[src/hw/chan_io_pkg.sv]
// Operation
// - invert bit set samples input on falling clock edge, else rising edge
// - source bit picks common clock or bus clock; third bus always common
// - processing and output timing run on common clock rising edge
// - format bit set means offset binary, clear means twos complement
// - interpolate bit set interpolates between enables, clear gates input
// - three-bit delay picks sample zero to seven after the enable
// - swap bit reverses input bus so bit 0 becomes most significant
// - two-bit mode decodes fixed 16, float 14/3, 15/2 or 16/1
// - slot counter starts on new sample from channel chosen by field
// - invert bit drives ones complement of all sixteen output bits
// - frame sync asserts during a slot only when its sync bit set
// - first-bus enable routes slot data and sync to first bus
// - third-bus enable routes slot data and sync to third bus
// - high and low byte select codes pick each slot's output bytes
// - second routing register holds slots 2 and 3, same layout
// - codes 0-7 pick lower channel bytes, 8-15 upper channel bytes
package chan_io_pkg;
  // ****************************************
  // register map
  // ****************************************
  localparam int ADDR_W = 12;
  localparam logic [11:0] OFF_FORMAT = 12'h100;
  localparam logic [11:0] OFF_ROUTE01 = 12'h101;
  localparam logic [11:0] OFF_ROUTE23 = 12'h102;
  localparam logic [11:0] OFF_STATUS = 12'h1f0;
  localparam logic [31:0] FORMAT_MASK = 32'h0000_ff9c;
  localparam logic [31:0] ROUTE01_MASK = 32'h3fff_07ff;
  localparam logic [31:0] ROUTE23_MASK = 32'h07ff_07ff;
  localparam logic [31:0] REG_RESET = 32'h0000_0000;
  // ****************************************
  // field positions
  // ****************************************
  localparam int FMT_INV_CLK = 13;
  localparam int FMT_CLK_SRC = 12;
  localparam int FMT_OFFSET = 11;
  localparam int FMT_INTERP = 10;
  localparam int FMT_DLY_LO = 7;
  localparam int FMT_SWAP = 4;
  localparam int FMT_MODE_LO = 2;
  localparam int RT_TSRC_LO = 28;
  localparam int RT_INVERT = 27;
  localparam int RT_HI_SLOT = 16;
  localparam logic [1:0] MODE_FIX16 = 2'h0;
  localparam logic [1:0] MODE_F14 = 2'h1;
  localparam logic [1:0] MODE_F15 = 2'h2;
  localparam logic [1:0] LAST_SLOT = 2'h3;
  localparam int IN_W = 17;
  // ****************************************
  // types
  // ****************************************
  typedef struct packed {
    logic [15:0] mant;
    logic [2:0] expo;
  } sample_t;
  typedef struct packed {
    logic [23:0] i;
    logic [23:0] q;
    logic [15:0] agc;
  } chan_out_t;
  typedef struct packed {
    logic fsync;
    logic en_third;
    logic en_first;
    logic [3:0] hi;
    logic [3:0] lo;
  } slot_cfg_t;
  typedef enum logic {SLOT_IDLE, SLOT_RUN} slot_state_t;
endpackage

[src/hw/chan_io_mux.sv]
`timescale 1ns/100ps
`default_nettype none
module chan_io_mux #(
  parameter bit IS_THIRD_BUS = 1'b0
) (
  input wire logic clk_in,
  input wire logic reset_n_in,
  input wire logic ce_in,
  input wire logic [11:0] reg_addr_in,
  input wire logic [31:0] reg_wdata_in,
  input wire logic reg_wr_in,
  input wire logic reg_rd_in,
  output logic [31:0] reg_rdata_out,
  input wire logic input_bus_clock_in,
  input wire logic [16:0] input_bus_data_in,
  input wire logic input_bus_enable_in,
  output chan_io_pkg::sample_t sample_out,
  output logic sample_valid_out,
  input wire chan_io_pkg::chan_out_t [3:0] chan_data_in,
  input wire logic [3:0] chan_new_in,
  output logic [15:0] first_bus_out,
  output logic first_bus_sync_pin_out,
  output logic [15:0] third_bus_out,
  output logic third_bus_sync_pin_out,
  output logic frame_sync_output_out
);
  // ****************************************
  // functions
  // ****************************************
  // byte select within a channel pair
  function automatic logic [7:0] pick_byte(input logic [3:0] code,
    input chan_io_pkg::chan_out_t lo_ch, input chan_io_pkg::chan_out_t hi_ch);
    chan_io_pkg::chan_out_t c;
    c = code[3] ? hi_ch : lo_ch;
    case (code[2:0])
      3'h0: pick_byte = c.i[23:16];
      3'h1: pick_byte = c.i[15:8];
      3'h2: pick_byte = c.i[7:0];
      3'h3: pick_byte = c.q[23:16];
      3'h4: pick_byte = c.q[15:8];
      3'h5: pick_byte = c.q[7:0];
      3'h6: pick_byte = c.agc[15:8];
      default: pick_byte = c.agc[7:0];
    endcase
  endfunction

  // input word decode by swap, mode and format
  function automatic chan_io_pkg::sample_t decode(input logic [16:0] raw,
    input logic [31:0] fmt);
    logic [16:0] w;
    chan_io_pkg::sample_t s;
    w = raw;
    if (fmt[chan_io_pkg::FMT_SWAP])
    begin
      for (int k = 0; k < chan_io_pkg::IN_W; k++)
        w[k] = raw[chan_io_pkg::IN_W - 1 - k];
    end
    case (fmt[chan_io_pkg::FMT_MODE_LO +: 2])
      chan_io_pkg::MODE_FIX16: s = {w[16:1], 3'h0};
      chan_io_pkg::MODE_F14: s = {w[16:3], 2'h0, w[2:0]};
      chan_io_pkg::MODE_F15: s = {w[16:2], 1'h0, 1'h0, w[1:0]};
      default: s = {w[16:1], 2'h0, w[0]};
    endcase
    if (fmt[chan_io_pkg::FMT_OFFSET])
      s.mant[15] = ~s.mant[15];
    decode = s;
  endfunction

  // ****************************************
  // registers
  // ****************************************
  logic [31:0] fmt_q;
  logic [31:0] rt01_q;
  logic [31:0] rt23_q;
  logic [31:0] status;
  chan_io_pkg::slot_state_t state_q;
  logic [1:0] slot_q;
  logic arm_q;

  // software writes, reserved bits kept at zero
  always_ff @(posedge clk_in or negedge reset_n_in)
  begin
    if (!reset_n_in)
    begin
      fmt_q <= chan_io_pkg::REG_RESET;
      rt01_q <= chan_io_pkg::REG_RESET;
      rt23_q <= chan_io_pkg::REG_RESET;
    end
    else if (ce_in && reg_wr_in)
    begin
      case (reg_addr_in)
        chan_io_pkg::OFF_FORMAT:
          fmt_q <= reg_wdata_in & chan_io_pkg::FORMAT_MASK;
        chan_io_pkg::OFF_ROUTE01:
          rt01_q <= reg_wdata_in & chan_io_pkg::ROUTE01_MASK;
        chan_io_pkg::OFF_ROUTE23:
          rt23_q <= reg_wdata_in & chan_io_pkg::ROUTE23_MASK;
        default: ;
      endcase
    end
  end

  // block state seen by software
  assign status = {27'h0, arm_q, state_q == chan_io_pkg::SLOT_RUN, 1'b0, slot_q};

  // read data valid only in the cycle after the strobe
  always_ff @(posedge clk_in or negedge reset_n_in)
  begin
    if (!reset_n_in)
      reg_rdata_out <= 32'h0;
    else if (ce_in)
    begin
      reg_rdata_out <= 32'h0;
      if (reg_rd_in)
      begin
        case (reg_addr_in)
          chan_io_pkg::OFF_FORMAT: reg_rdata_out <= fmt_q;
          chan_io_pkg::OFF_ROUTE01: reg_rdata_out <= rt01_q;
          chan_io_pkg::OFF_ROUTE23: reg_rdata_out <= rt23_q;
          chan_io_pkg::OFF_STATUS: reg_rdata_out <= status;
          default: reg_rdata_out <= 32'h0;
        endcase
      end
    end
  end

  // ****************************************
  // input capture
  // ****************************************
  logic [1:0] ck_s_q;
  logic ck_prev_q;
  logic [16:0] d_s1_q;
  logic [16:0] d_s2_q;
  logic [1:0] en_s_q;
  logic [16:0] raw_q;
  logic raw_en_q;
  logic cap_v_q;
  logic rise;
  logic fall;
  logic use_common;
  logic cap;

  // two-stage synchronisers for the pins
  always_ff @(posedge clk_in or negedge reset_n_in)
  begin
    if (!reset_n_in)
    begin
      ck_s_q <= 2'h0;
      ck_prev_q <= 1'b0;
      d_s1_q <= 17'h0;
      d_s2_q <= 17'h0;
      en_s_q <= 2'h0;
    end
    else if (ce_in)
    begin
      ck_s_q <= {ck_s_q[0], input_bus_clock_in};
      ck_prev_q <= ck_s_q[1];
      d_s1_q <= input_bus_data_in;
      d_s2_q <= d_s1_q;
      en_s_q <= {en_s_q[0], input_bus_enable_in};
    end
  end

  // edge selection on the bus clock
  assign rise = ck_s_q[1] & ~ck_prev_q;
  assign fall = ~ck_s_q[1] & ck_prev_q;
  assign use_common = fmt_q[chan_io_pkg::FMT_CLK_SRC] | IS_THIRD_BUS;
  assign cap = use_common | (fmt_q[chan_io_pkg::FMT_INV_CLK] ? fall : rise);

  // captured word, processed on common clock
  always_ff @(posedge clk_in or negedge reset_n_in)
  begin
    if (!reset_n_in)
    begin
      raw_q <= 17'h0;
      raw_en_q <= 1'b0;
      cap_v_q <= 1'b0;
    end
    else if (ce_in)
    begin
      cap_v_q <= cap;
      if (cap)
      begin
        raw_q <= d_s2_q;
        raw_en_q <= en_s_q[1];
      end
    end
  end

  // ****************************************
  // demux delay and gating
  // ****************************************
  logic [2:0] cnt_q;
  logic [2:0] dly;
  logic take;
  logic interp;
  assign dly = fmt_q[chan_io_pkg::FMT_DLY_LO +: 3];
  assign interp = fmt_q[chan_io_pkg::FMT_INTERP];
  assign take = cap_v_q & (raw_en_q ? (dly == 3'h0)
    : (arm_q & (3'(cnt_q + 3'h1) == dly)));

  // samples counted since the last enable
  always_ff @(posedge clk_in or negedge reset_n_in)
  begin
    if (!reset_n_in)
    begin
      cnt_q <= 3'h0;
      arm_q <= 1'b0;
    end
    else if (ce_in && cap_v_q)
    begin
      if (raw_en_q)
      begin
        cnt_q <= 3'h0;
        arm_q <= (dly != 3'h0);
      end
      else if (arm_q)
      begin
        cnt_q <= 3'(cnt_q + 3'h1);
        arm_q <= ~take;
      end
    end
  end

  // gated or zero-filled output sample
  always_ff @(posedge clk_in or negedge reset_n_in)
  begin
    if (!reset_n_in)
    begin
      sample_out <= '0;
      sample_valid_out <= 1'b0;
    end
    else if (ce_in)
    begin
      sample_valid_out <= take | (interp & cap_v_q);
      if (take)
        sample_out <= decode(raw_q, fmt_q);
      else if (interp && cap_v_q)
        sample_out <= '0;
    end
  end

  // ****************************************
  // output slot counter
  // ****************************************
  logic start;
  logic active;
  assign start = chan_new_in[rt01_q[chan_io_pkg::RT_TSRC_LO +: 2]];
  assign active = (state_q == chan_io_pkg::SLOT_RUN);

  // one slot per cycle from start until slot 3
  always_ff @(posedge clk_in or negedge reset_n_in)
  begin
    if (!reset_n_in)
    begin
      state_q <= chan_io_pkg::SLOT_IDLE;
      slot_q <= 2'h0;
    end
    else if (ce_in)
    begin
      case (state_q)
        chan_io_pkg::SLOT_IDLE:
          if (start)
          begin
            state_q <= chan_io_pkg::SLOT_RUN;
            slot_q <= 2'h0;
          end
        chan_io_pkg::SLOT_RUN:
          if (start)
            slot_q <= 2'h0;
          else if (slot_q == chan_io_pkg::LAST_SLOT)
            state_q <= chan_io_pkg::SLOT_IDLE;
          else
            slot_q <= 2'(slot_q + 2'h1);
        default: state_q <= chan_io_pkg::SLOT_IDLE;
      endcase
    end
  end

  // ****************************************
  // slot routing
  // ****************************************
  chan_io_pkg::slot_cfg_t cfg;
  logic [15:0] plain;
  logic [15:0] word;
  always_comb
  begin
    case (slot_q)
      2'h0: cfg = rt01_q[10:0];
      2'h1: cfg = rt01_q[chan_io_pkg::RT_HI_SLOT +: 11];
      2'h2: cfg = rt23_q[10:0];
      default: cfg = rt23_q[chan_io_pkg::RT_HI_SLOT +: 11];
    endcase
  end
  assign plain = {pick_byte(cfg.hi, chan_data_in[0], chan_data_in[1]),
    pick_byte(cfg.lo, chan_data_in[0], chan_data_in[1])};
  assign word = plain ^ {16{rt01_q[chan_io_pkg::RT_INVERT]}};

  // buses hold between slots, syncs pulse per slot
  always_ff @(posedge clk_in or negedge reset_n_in)
  begin
    if (!reset_n_in)
    begin
      first_bus_out <= 16'h0;
      third_bus_out <= 16'h0;
      first_bus_sync_pin_out <= 1'b0;
      third_bus_sync_pin_out <= 1'b0;
      frame_sync_output_out <= 1'b0;
    end
    else if (ce_in)
    begin
      frame_sync_output_out <= active & cfg.fsync;
      first_bus_sync_pin_out <= active & cfg.en_first & cfg.fsync;
      third_bus_sync_pin_out <= active & cfg.en_third & cfg.fsync;
      if (active && cfg.en_first)
        first_bus_out <= word;
      if (active && cfg.en_third)
        third_bus_out <= word;
    end
  end
endmodule
`default_nettype wire

[config.mk]
export PLATFORM = sky130hd
export DESIGN_NAME = chan_io_mux
export DESIGN_NICKNAME = d
export VERILOG_FILES = /design/src/hw/chan_io_pkg.sv /design/src/hw/chan_io_mux.sv
export SDC_FILE = /design/constraint.sdc
export NUM_CORES = 1
export LEC_CHECK = 0
export BUFFER_PORTS_ARGS = -buffer_cell sky130_fd_sc_hd__buf_2
export CAP_MARGIN = 20
export CORE_UTILIZATION = 40
export DETAILED_ROUTE_END_ITERATION = 6
export PLACE_DENSITY_LB_ADDON = 0.25
export SLEW_MARGIN = 20
export SYNTH_ARGS = -nofsm -noshare
export SYNTH_HDL_FRONTEND = slang
export SYNTH_SLANG_ARGS = --single-unit
[constraint.sdc]
create_clock -name clk_in -period 3.7 [get_ports clk_in]
set_input_delay 0.37 -clock clk_in [delete_from_list [all_inputs] [get_ports clk_in]]
set_output_delay 0.37 -clock clk_in [all_outputs]
set_load 0.05 [all_outputs]
# Yosys cells after proc, flatten, opt, wreduce, memory -nomap -nowiden
# Cells that the tools add are included.
# classes
add_sub_neg,2
order_cmp,1
eq_ne,24
muxes,30
bitwise,18
n_reduce_logical,22
# op_table
cell,n
64-bit two-way mux,2
30-bit one-hot mux with 4 select lines,1
8-bit one-hot mux with 7 select lines,2
19-bit two-way mux,4
"12-bit by 9-bit == test with 1-bit output, second input constant",4
11-bit one-hot mux with 3 select lines,1
30-bit two-way mux,1
"3-bit == test, second input constant",6
17-bit two-way mux,1
2-bit AND reduction,8
16-bit XOR,1
5-bit one-hot mux with 3 select lines,1
"3-bit by 2-bit == test with 1-bit output, second input constant",4
1-bit AND,10
3-bit zero test,3
1-bit two-way mux,9
"2-bit == test, second input constant",3
"3-bit by 1-bit == test with 1-bit output, second input constant",2
2-bit two-way mux,3
3-bit two-way mux,2
1-bit logical AND,5
1-bit NOT,5
"2-bit by 1-bit == test with 1-bit output, second input constant",2
2-bit zero test,2
other kinds (13),15
# word_totals
regBits,211
input_bits,328
output_inout_bits,87
wordCells,121

# Longest topological paths before layout
# Gate-level depths: netlist of run 1.
# depth
depth_word,10
depth_mapped,13
ltp_nobuf,9

# Least setup slack after synthesis of run 1
# Ideal clock, no wire load.
# synth_timing
path_type,register to register
from,register slot_q[1]
to,register first_bus_out[7]
setup_ps,68
arrival_ps,2502
required_time_ps,3632
slack_ps,1130
stages_incl_launch_ff,13
n_path_buf,3
period_less_slack_ps,2570
path_cell_list,dfrtp_1 -> inv_1 -> ha_1 -> buf_6 -> a222oi_1 -> buf_4 -> a21o_4 -> buf_6 -> nand2_2 -> a32oi_2 -> o221ai_2 -> a2111o_1 -> nand2_1
# synth_between
elab_chain_len,5
elab_cells_between_ends,16
cone_classes,8 x eq/ne; 3 x mux; 1 x bitwise; 4 x reduce/logical
# synth_rtl
item,line,rtl
from (decl),chan_io_mux.sv:77,logic [1:0] slot_q;
from (signal assigned),chan_io_mux.sv:274,slot_q <= 2'(slot_q + 2'h1);
"2-bit == test, or another cell as far along",chan_io_mux.sv:288,case (slot_q)
11-bit one-hot mux with 3 select lines (*),chan_io_mux.sv:288,
"3-bit == test, or another cell as far along",chan_io_mux.sv:35,case (code[2:0])
8-bit one-hot mux with 7 select lines,chan_io_mux.sv:35,
16-bit XOR,chan_io_mux.sv:297,assign word = plain ^ {16{rt01_q[chan_io_pkg::RT_INVERT]}};
to (signal assigned),chan_io_mux.sv:316,first_bus_out <= word;
to (decl),chan_io_mux.sv:21,"output logic [15:0] first_bus_out,"
# Mark *: on every way between the ends. The rest lies on a longest branch, timed or not.
# A chain may end at the register's enable or synchronous reset.

# Worst setup path in the final report of run 1
# layout_timing
from,register slot_q[1]
to,register third_bus_out[0]
# layout_between
elab_chain_len,5
elab_cells_between_ends,16
cone_classes,8 x eq/ne; 3 x mux; 1 x bitwise; 4 x reduce/logical
# layout_rtl
item,line,rtl
"2-bit == test, or another cell as far along",chan_io_mux.sv:288,
11-bit one-hot mux with 3 select lines (*),chan_io_mux.sv:288,
"3-bit == test, or another cell as far along",chan_io_mux.sv:35,
8-bit one-hot mux with 7 select lines,chan_io_mux.sv:35,
16-bit XOR,chan_io_mux.sv:297,
to (signal assigned),chan_io_mux.sv:318,third_bus_out <= word;
to (decl),chan_io_mux.sv:23,"output logic [15:0] third_bus_out,"
# Marked as above.

==> results.tsv, run 1 <==
metric	value	unit
outcome	finished with violations	
failing checks	design-rule violations	
area leader, netlist	dfrtp_1	
CTS Buffer Depth	3	
Post-Synth Adder-Cell Area	0.630	%
worst setup margin	0.312	ns
Sw Share	39.3	%
Int Pwr	5.10	mW
routability cong.	0.948	
final worst path period need	3.39	ns
prevailing post-synth register cell	dfrtp_1	
die area	30500	um^2
DR iter-0 viols	1016	
period utilisation layout	91.6	%
RSZ-0062 raised after global routing	no	
Top Family by Delay on Critical Path	compound AO/OA/AOI/OAI gates	
CTS clk-pin slew, worst paths	0.06	ns
multiplexer area fraction after synthesis	15.2	%
combinational fraction of design power	37.4	%
register area share after synthesis	43.9	%
Worst Hold Class	in2reg	
Synth top area share	43.9	%
clock latency at the later pin of the worst-skew pair	0.54	ns
Synth area leaders	dfrtp_1 44%, mux2_2 11%, a211oi_1 6.2%, nand2_1 5.4%, mux2i_1 3.7%	
Post-CTS Hold Buffers	1	
Final #Nets	1816	
Worst Max-Slew Pin Slew	0.991	ns
final setup fails	0	
Psw	3.30	mW
P_leak	6.95	nW
GR Overflow Total	0	
Synthesis Warnings	0	
Mapped Cells	1195	
Core Region	29000	um^2
Mean Syn Cell Area	9.97	um^2
Ports	415	
Seq cells post-synth	209	
Yosys cell types	70	
root buf cell	clkbuf_16	
CTS tree	built	
hold_ws	0.0405	ns
Relative slew margins	33.9	%
largest stage delay on the critical path	0.46	ns
FFs w/ async S/R, synth	100	%
number of inserted diodes	0	
largest net degree at the start of global routing	97	
TritonRoute pass-1 iters	7	
worst setup path class	reg2reg	
clock skew	0.0206	ns
critical-path maximum fanout	20	
largest family of logic cells by synthesized area	compound AO/OA/AOI/OAI gates	
CP Cell Sequence	inv_1, ha_1, a222oi_1, buf_4, a21oi_4, buf_4, buf_4, a211oi_1, a211oi_1, o31ai_1, xnor2_1, o21ai_1	
die height	175	um
routed len/inst	21.9	um
Synth Area in Compound Gates	22.5	%
xor/xnor cell area share of the yosys netlist	1.40	%
Starting Density	41.1	%
Critical Path AT	3.80	ns
row cnt	62	
placed cell count	1839	
vias in the first global route	10700	
final core utilization	51.1	%
DP Worst Slack	0.321	ns
Buf+Inv Stages, Crit Path	4	
DRC	3	
critical path's slowest cell	o31ai_1	
Final Hold Viols	0	
layout cells sized above 1	36.0	%
VDD IR-drop max	0.000352	V
Required @ worst endpoint	4.11	ns
routed via count	10800	
first-pass GRT wire length	63600	um
antenna-violating nets left	0	
CP Launch Type	register	
Syn-to-layout area delta	24.4	%
Overall Global Routing Usage	27.0	%
fin. max-slew vios	0	
post-cts sizing count	0	
clk sinks	209	
Port-buffer cells	282	
non-filler cells, final	1883	
simple-gate share of the synthesized area	10.2	%
EDFF count, synth	0	
most used cell along the critical path	buf_4	
post-CTS setup buffer count	0	
Crit. End Element	register	
DR vias/cell	5.76	
sequential power share	34.5	%
CTS Buf Count	24	
initial antenna violation count	0	
number of H-tree levels	1	
Peak Freq	295	MHz
Post-Route WL	41300	um
Synth Cell Area	11900	um^2
Max Cap Viol	0	
HPWL Detailed	30800	um
clock network fraction of total power	28.1	%
Horiz. Die Dim	175	um
PD cells	566	nW/um^2
setup TNS	0	ns
## cells in the mapped netlist, types with 5 or more instances
master / number
a22oi_1: 19
xnor2_1: 17
a31oi_1: 11
nor2b_1: 13
inv_1: 66
a21oi_2: 5
mux2i_1: 44
nor2_1: 15
o41ai_2: 5
a222oi_1: 18
clkbuf_1: 41
a21o_1: 5
buf_1: 9
and3_1: 9
nand3_1: 21
mux2_2: 116
o31ai_1: 22
nand2_1: 173
o21ai_1: 19
buf_4: 12
a211oi_1: 98
o21ai_0: 36
ha_1: 6
dfrtp_1: 209
buf_6: 5
a21oi_1: 36
a221oi_1: 5
o32ai_1: 6
o211a_1: 12
nand4_1: 6
o22ai_1: 38
nor3_1: 6
buf_2: 27
## power groups by stage
stage | Sequential (mW) | Combinational (mW) | Clock [mW]
3_5_place_dp | 2.93 | 3.13 | 0
6_report | 2.89 | 3.14 | 2.36
4_1_cts | 2.89 | 3.13 | 2.41
5_1_grt | 2.95 | 3.35 | 2.50
3_3_place_gp | 2.92 | 3.10 | 0
2_1_floorplan | 3.57 | 1.41 | 0
## cell type report
class	instances	area (um^2)
clock buffers	36	706
clock inverters	7	91.3
fillers	2762	14200
inverters	68	255
multi-input cells	825	6030
flip-flops and latches	209	5230
well taps	384	480
repair buffers	354	2030
## per-layer routing
metal | up-vias | GRT usage (%) | wire, um
li1 | 5002 | - | -
met1 | 5308 | 37.3 | 18300
met2 | 464 | 43.9 | 19100
met3 | 69 | 4.05 | 2780
met4 | 0 | 7.72 | 1120
met5 | - | 0 | 0
## tightest hold or removal path, stage by stage
cell and delay, ns:
buf_2 0.08, nand2_1 0.03, o21ai_0 0.05
## metrics by stage
| step | area, um^2 | power [mW] |
|---|---|---|
| CTS | 14800 | 8.44 |
| global placement | 14000 | 6.02 |
| floorplan | 11900 | 4.98 |
| finish | 14800 | 8.40 |
| global route | 14800 | 8.80 |
| detailed placement | 14000 | 6.06 |
## cell families after synthesis
logic type,after synthesis
mux,163
other cells,1
buf+inv,162
compound gates,367
xor+xnor,19
flops,209
fa+ha+maj,6
simple gates,268
## state kept, by name, summed over array words and instances, names as in the netlist, 2 cells and up
| register | flops |
|---|---|
| reg_rdata_out | 30 |
| rt01_q | 25 |
| rt23_q | 22 |
| sample_out | 19 |
| d_s1_q | 17 |
| d_s2_q | 17 |
| raw_q | 17 |
| first_bus_out | 16 |
| third_bus_out | 16 |
| fmt_q | 12 |
| cnt_q | 3 |
| ck_s_q | 2 |
| en_s_q | 2 |
| slot_q | 2 |
## final timing paths
path	start	to	slack, ns	cells past startpoint
max in group asynchronous	reset_n_in	reg_rdata_out[23]	2.23	3
max	slot_q[1]	third_bus_out[0]	0.31	12
min reg2reg	sample_out[14]	sample_out[14]	0.47	2
min	reg_wdata_in[27]	rt01_q[27]	0.04	3
min in group asynchronous	reset_n_in	d_s1_q[8]	0.49	2
max reg2reg	slot_q[1]	third_bus_out[0]	0.31	12
## cells in the final DEF (no fill, tap or decap), drive strengths merged, types with 4 or more instances in the layout
cell type / Yosys / routed
nand4: 6 / 6
o32ai: 6 / 6
xnor2: 17 / 17
o41ai: 8 / 8
inv: 67 / 68
a21oi: 41 / 41
o22ai: 38 / 38
a211oi: 99 / 99
nor2b: 13 / 13
a31oi: 11 / 11
mux2: 116 / 116
nand3: 21 / 21
clkbuf: 41 / 37
nor2: 15 / 15
dfrtp: 209 / 209
a21o: 6 / 6
and2: 4 / 4
a221oi: 5 / 5
o211a: 12 / 12
ha: 6 / 6
buf: 53 / 352
nand2: 175 / 175
a222oi: 18 / 18
clkinv: 1 / 5
and3: 9 / 9
nor4: 4 / 4
mux2i: 44 / 44
nor3: 8 / 8
o21ai: 55 / 55
o31ai: 22 / 22
a22oi: 20 / 20
(Power assumes the default switching activity.)
==> run 2, diff against run 1 <==
==> constraint.sdc (replaced) <==
create_clock -name clk_in -period 3.7 [get_ports clk_in]
set_input_delay 0.555 -clock clk_in [delete_from_list [all_inputs] [get_ports clk_in]]
set_output_delay 0.555 -clock clk_in [all_outputs]
set_load 0.05 [all_outputs]
==> run 2 against run 1 <==
- the flow now finishes without violations
- final area decreased by 0.18%
- die area is the same
- non-clock buffer count rose by 4
- fmax fell by 1.0%
- critical endpoint is now third_bus_out[15]
- highest routed layer unchanged
==> results.tsv, run 2 (synthesized netlist as in run 1, its figures left out) <==
metric	value	unit	change
outcome	complete, no violations		
RSZ-0062 raised after global routing	no		
Final Hold Viols	0		unchanged
CTS tree	built		
met2 Track Usage GR	43.4	%	-0.55 points
DR vias/cell	5.78		+0.45%
die area	30500	um^2	unchanged
M3 GR Usage	3.59	%	-0.46 points
fin. max-slew vios	0		unchanged
Biggest register	reg_rdata_out		
largest net degree at the start of global routing	77		-21%
clock skew	0.0210	ns	+0.000387 ns
clock latency at the later pin of the worst-skew pair	0.52	ns	-0.02 ns
max reg flops	30		unchanged
clk sinks	209		unchanged
Syn-to-layout area delta	24.2	%	
routed via count	10900		+0.55%
setup TNS	0	ns	unchanged
Port-buffer cells	282		unchanged
hold_ws	0.0261	ns	-0.0144 ns
vias in the first global route	10600		-0.50%
r2r worst-path depth	12		unchanged
RR Endpoint	third_bus_out[15]		
routing usage on met1	36.7	%	-0.55 points
FF-to-FF Start	slot_q[0]		
Overall Global Routing Usage	26.4	%	-0.53 points
DR iter-0 viols	1172		+15%
routed len/inst	21.6	um	-1.4%
Core Region	29000	um^2	unchanged
post-cts sizing count	0		unchanged
post-CTS setup buffer count	0		unchanged
VDD IR-drop max	0.000335	V	-4.9%
non-filler cells, final	1885		+0.11%
Relative slew margins	33.5	%	-0.42 points
DRC	0		-3
Peak Freq	292	MHz	-1.0%
Final #Nets	1819		+0.17%
first-pass GRT wire length	62600	um	-1.5%
antenna-violating nets left	0		unchanged
worst setup path class	reg2reg		
Ports	415		unchanged
CTS Buffer Depth	3		unchanged
final setup fails	0		unchanged
number of inserted diodes	0		unchanged
biggest regs	reg_rdata_out (30), rt01_q (25), rt23_q (22)		
most common cell after layout, fill and taps aside	buf_2		
CTS Buf Count	23		-4.2%
busiest grt layer	met2		
Worst Hold Class	in2async		
CTS clk-pin slew, worst paths	0.06	ns	about the same
Worst Max-Slew Pin Slew	0.997	ns	+0.00634 ns
Critical Path AT	3.85	ns	+0.05 ns
root buf cell	clkbuf_16		
period utilisation layout	92.5	%	+0.95 points
P_leak	6.94	nW	-0.17%
TritonRoute pass-1 iters	6		-1
Reg2Reg Setup Slack	0.28	ns	-0.04 ns
die height	175	um	unchanged
row cnt	62		unchanged
Post-CTS Hold Buffers	0		-1
number of H-tree levels	1		unchanged
initial antenna violation count	0		unchanged
layout cells sized above 1	36.1	%	+0.15 points
HPWL Detailed	30900	um	+0.32%
routability cong.	0.981		+3.4%
GR Overflow Total	0		unchanged
DP Worst Slack	0.315	ns	-0.00605 ns
Max Cap Viol	0		unchanged
PD cells	564	nW/um^2	-0.50%
Required @ worst endpoint	4.13	ns	+0.02 ns
Horiz. Die Dim	175	um	unchanged
worst setup margin	0.277	ns	-0.0352 ns
critical-path maximum fanout	11		-45%
CP Launch Type	register		
Crit. End Element	register		
Starting Density	41.1	%	unchanged
placed cell count	1842		+0.16%
most frequent cells in the layout	280 x buf_2, 209 x dfrtp_1, 173 x nand2_1, 116 x mux2_2, 98 x a211oi_1		
Post-Route WL	40800	um	-1.3%
final worst path period need	3.42	ns	+0.0352 ns
-- run 2: cell count changes in the layout (fill, tap and decap cells not counted), sizes merged --
cell / before / now
dlygate4sd3: 1 / 0
bufinv: 1 / 2
clkinv: 5 / 6
clkbuf: 37 / 33
buf: 352 / 357
-- run 2: worst max path at each step --
stage	from	endpoint	slack [ns]	cells past startpoint
finish	slot_q[0]	third_bus_out[15]	0.28	12
global route	slot_q[0]	first_bus_out[15]	0.05	12
CTS	slot_q[0]	third_bus_out[15]	0.31	10
detailed placement	slot_q[0]	third_bus_out[15]	0.31	10
global placement	slot_q[0]	third_bus_out[15]	0.38	10
floorplan	reg_addr_in[9]	rt01_q[10]	1.11	6
-- run 2: metal layers --
metal  up-vias  wire (um)
met4         0        969
met5         -          0
met3        56       2710
met1      5368      17800
li1       5013          -
met2       466      19200
-- run 2: worst max-delay path, cell delays in order (launching register included) --
cell,delay [ns]
dfrtp_1,0.48
inv_1,0.12
ha_1,0.43
a222oi_1,0.16
buf_4,0.17
buf_4,0.13
a21oi_2,0.42
a21oi_1,0.13
a2111oi_0,0.59
a211oi_1,0.15
buf_4,0.17
mux2i_1,0.14
o31ai_1,0.25
-- run 2: layout make-up --
type	count	area [um^2]
clock buffers	32	639
clock inverters	9	116
fillers	2763	14200
inverters	68	255
multi-input cells	825	6030
flip-flops and latches	209	5230
well taps	384	480
repair buffers	358	2040
-- run 2: metrics by stage --
stage | area [um^2] | util [%] | total power, mW
finish | 14800 | 51.0 | 8.34
global route | 14800 | 51.0 | 8.73
global placement | 14000 | 48.3 | 6.01
CTS | 14800 | 50.9 | 8.38
floorplan | 11900 | - | 4.98
detailed placement | 14000 | 48.3 | 6.06
-- run 2: where the power goes --
part           leakage, nW  internal (mW)  switching, mW
Clock                0.370           1.36          0.946
Combinational         3.84           1.06           2.08
Sequential            2.73           2.65          0.250
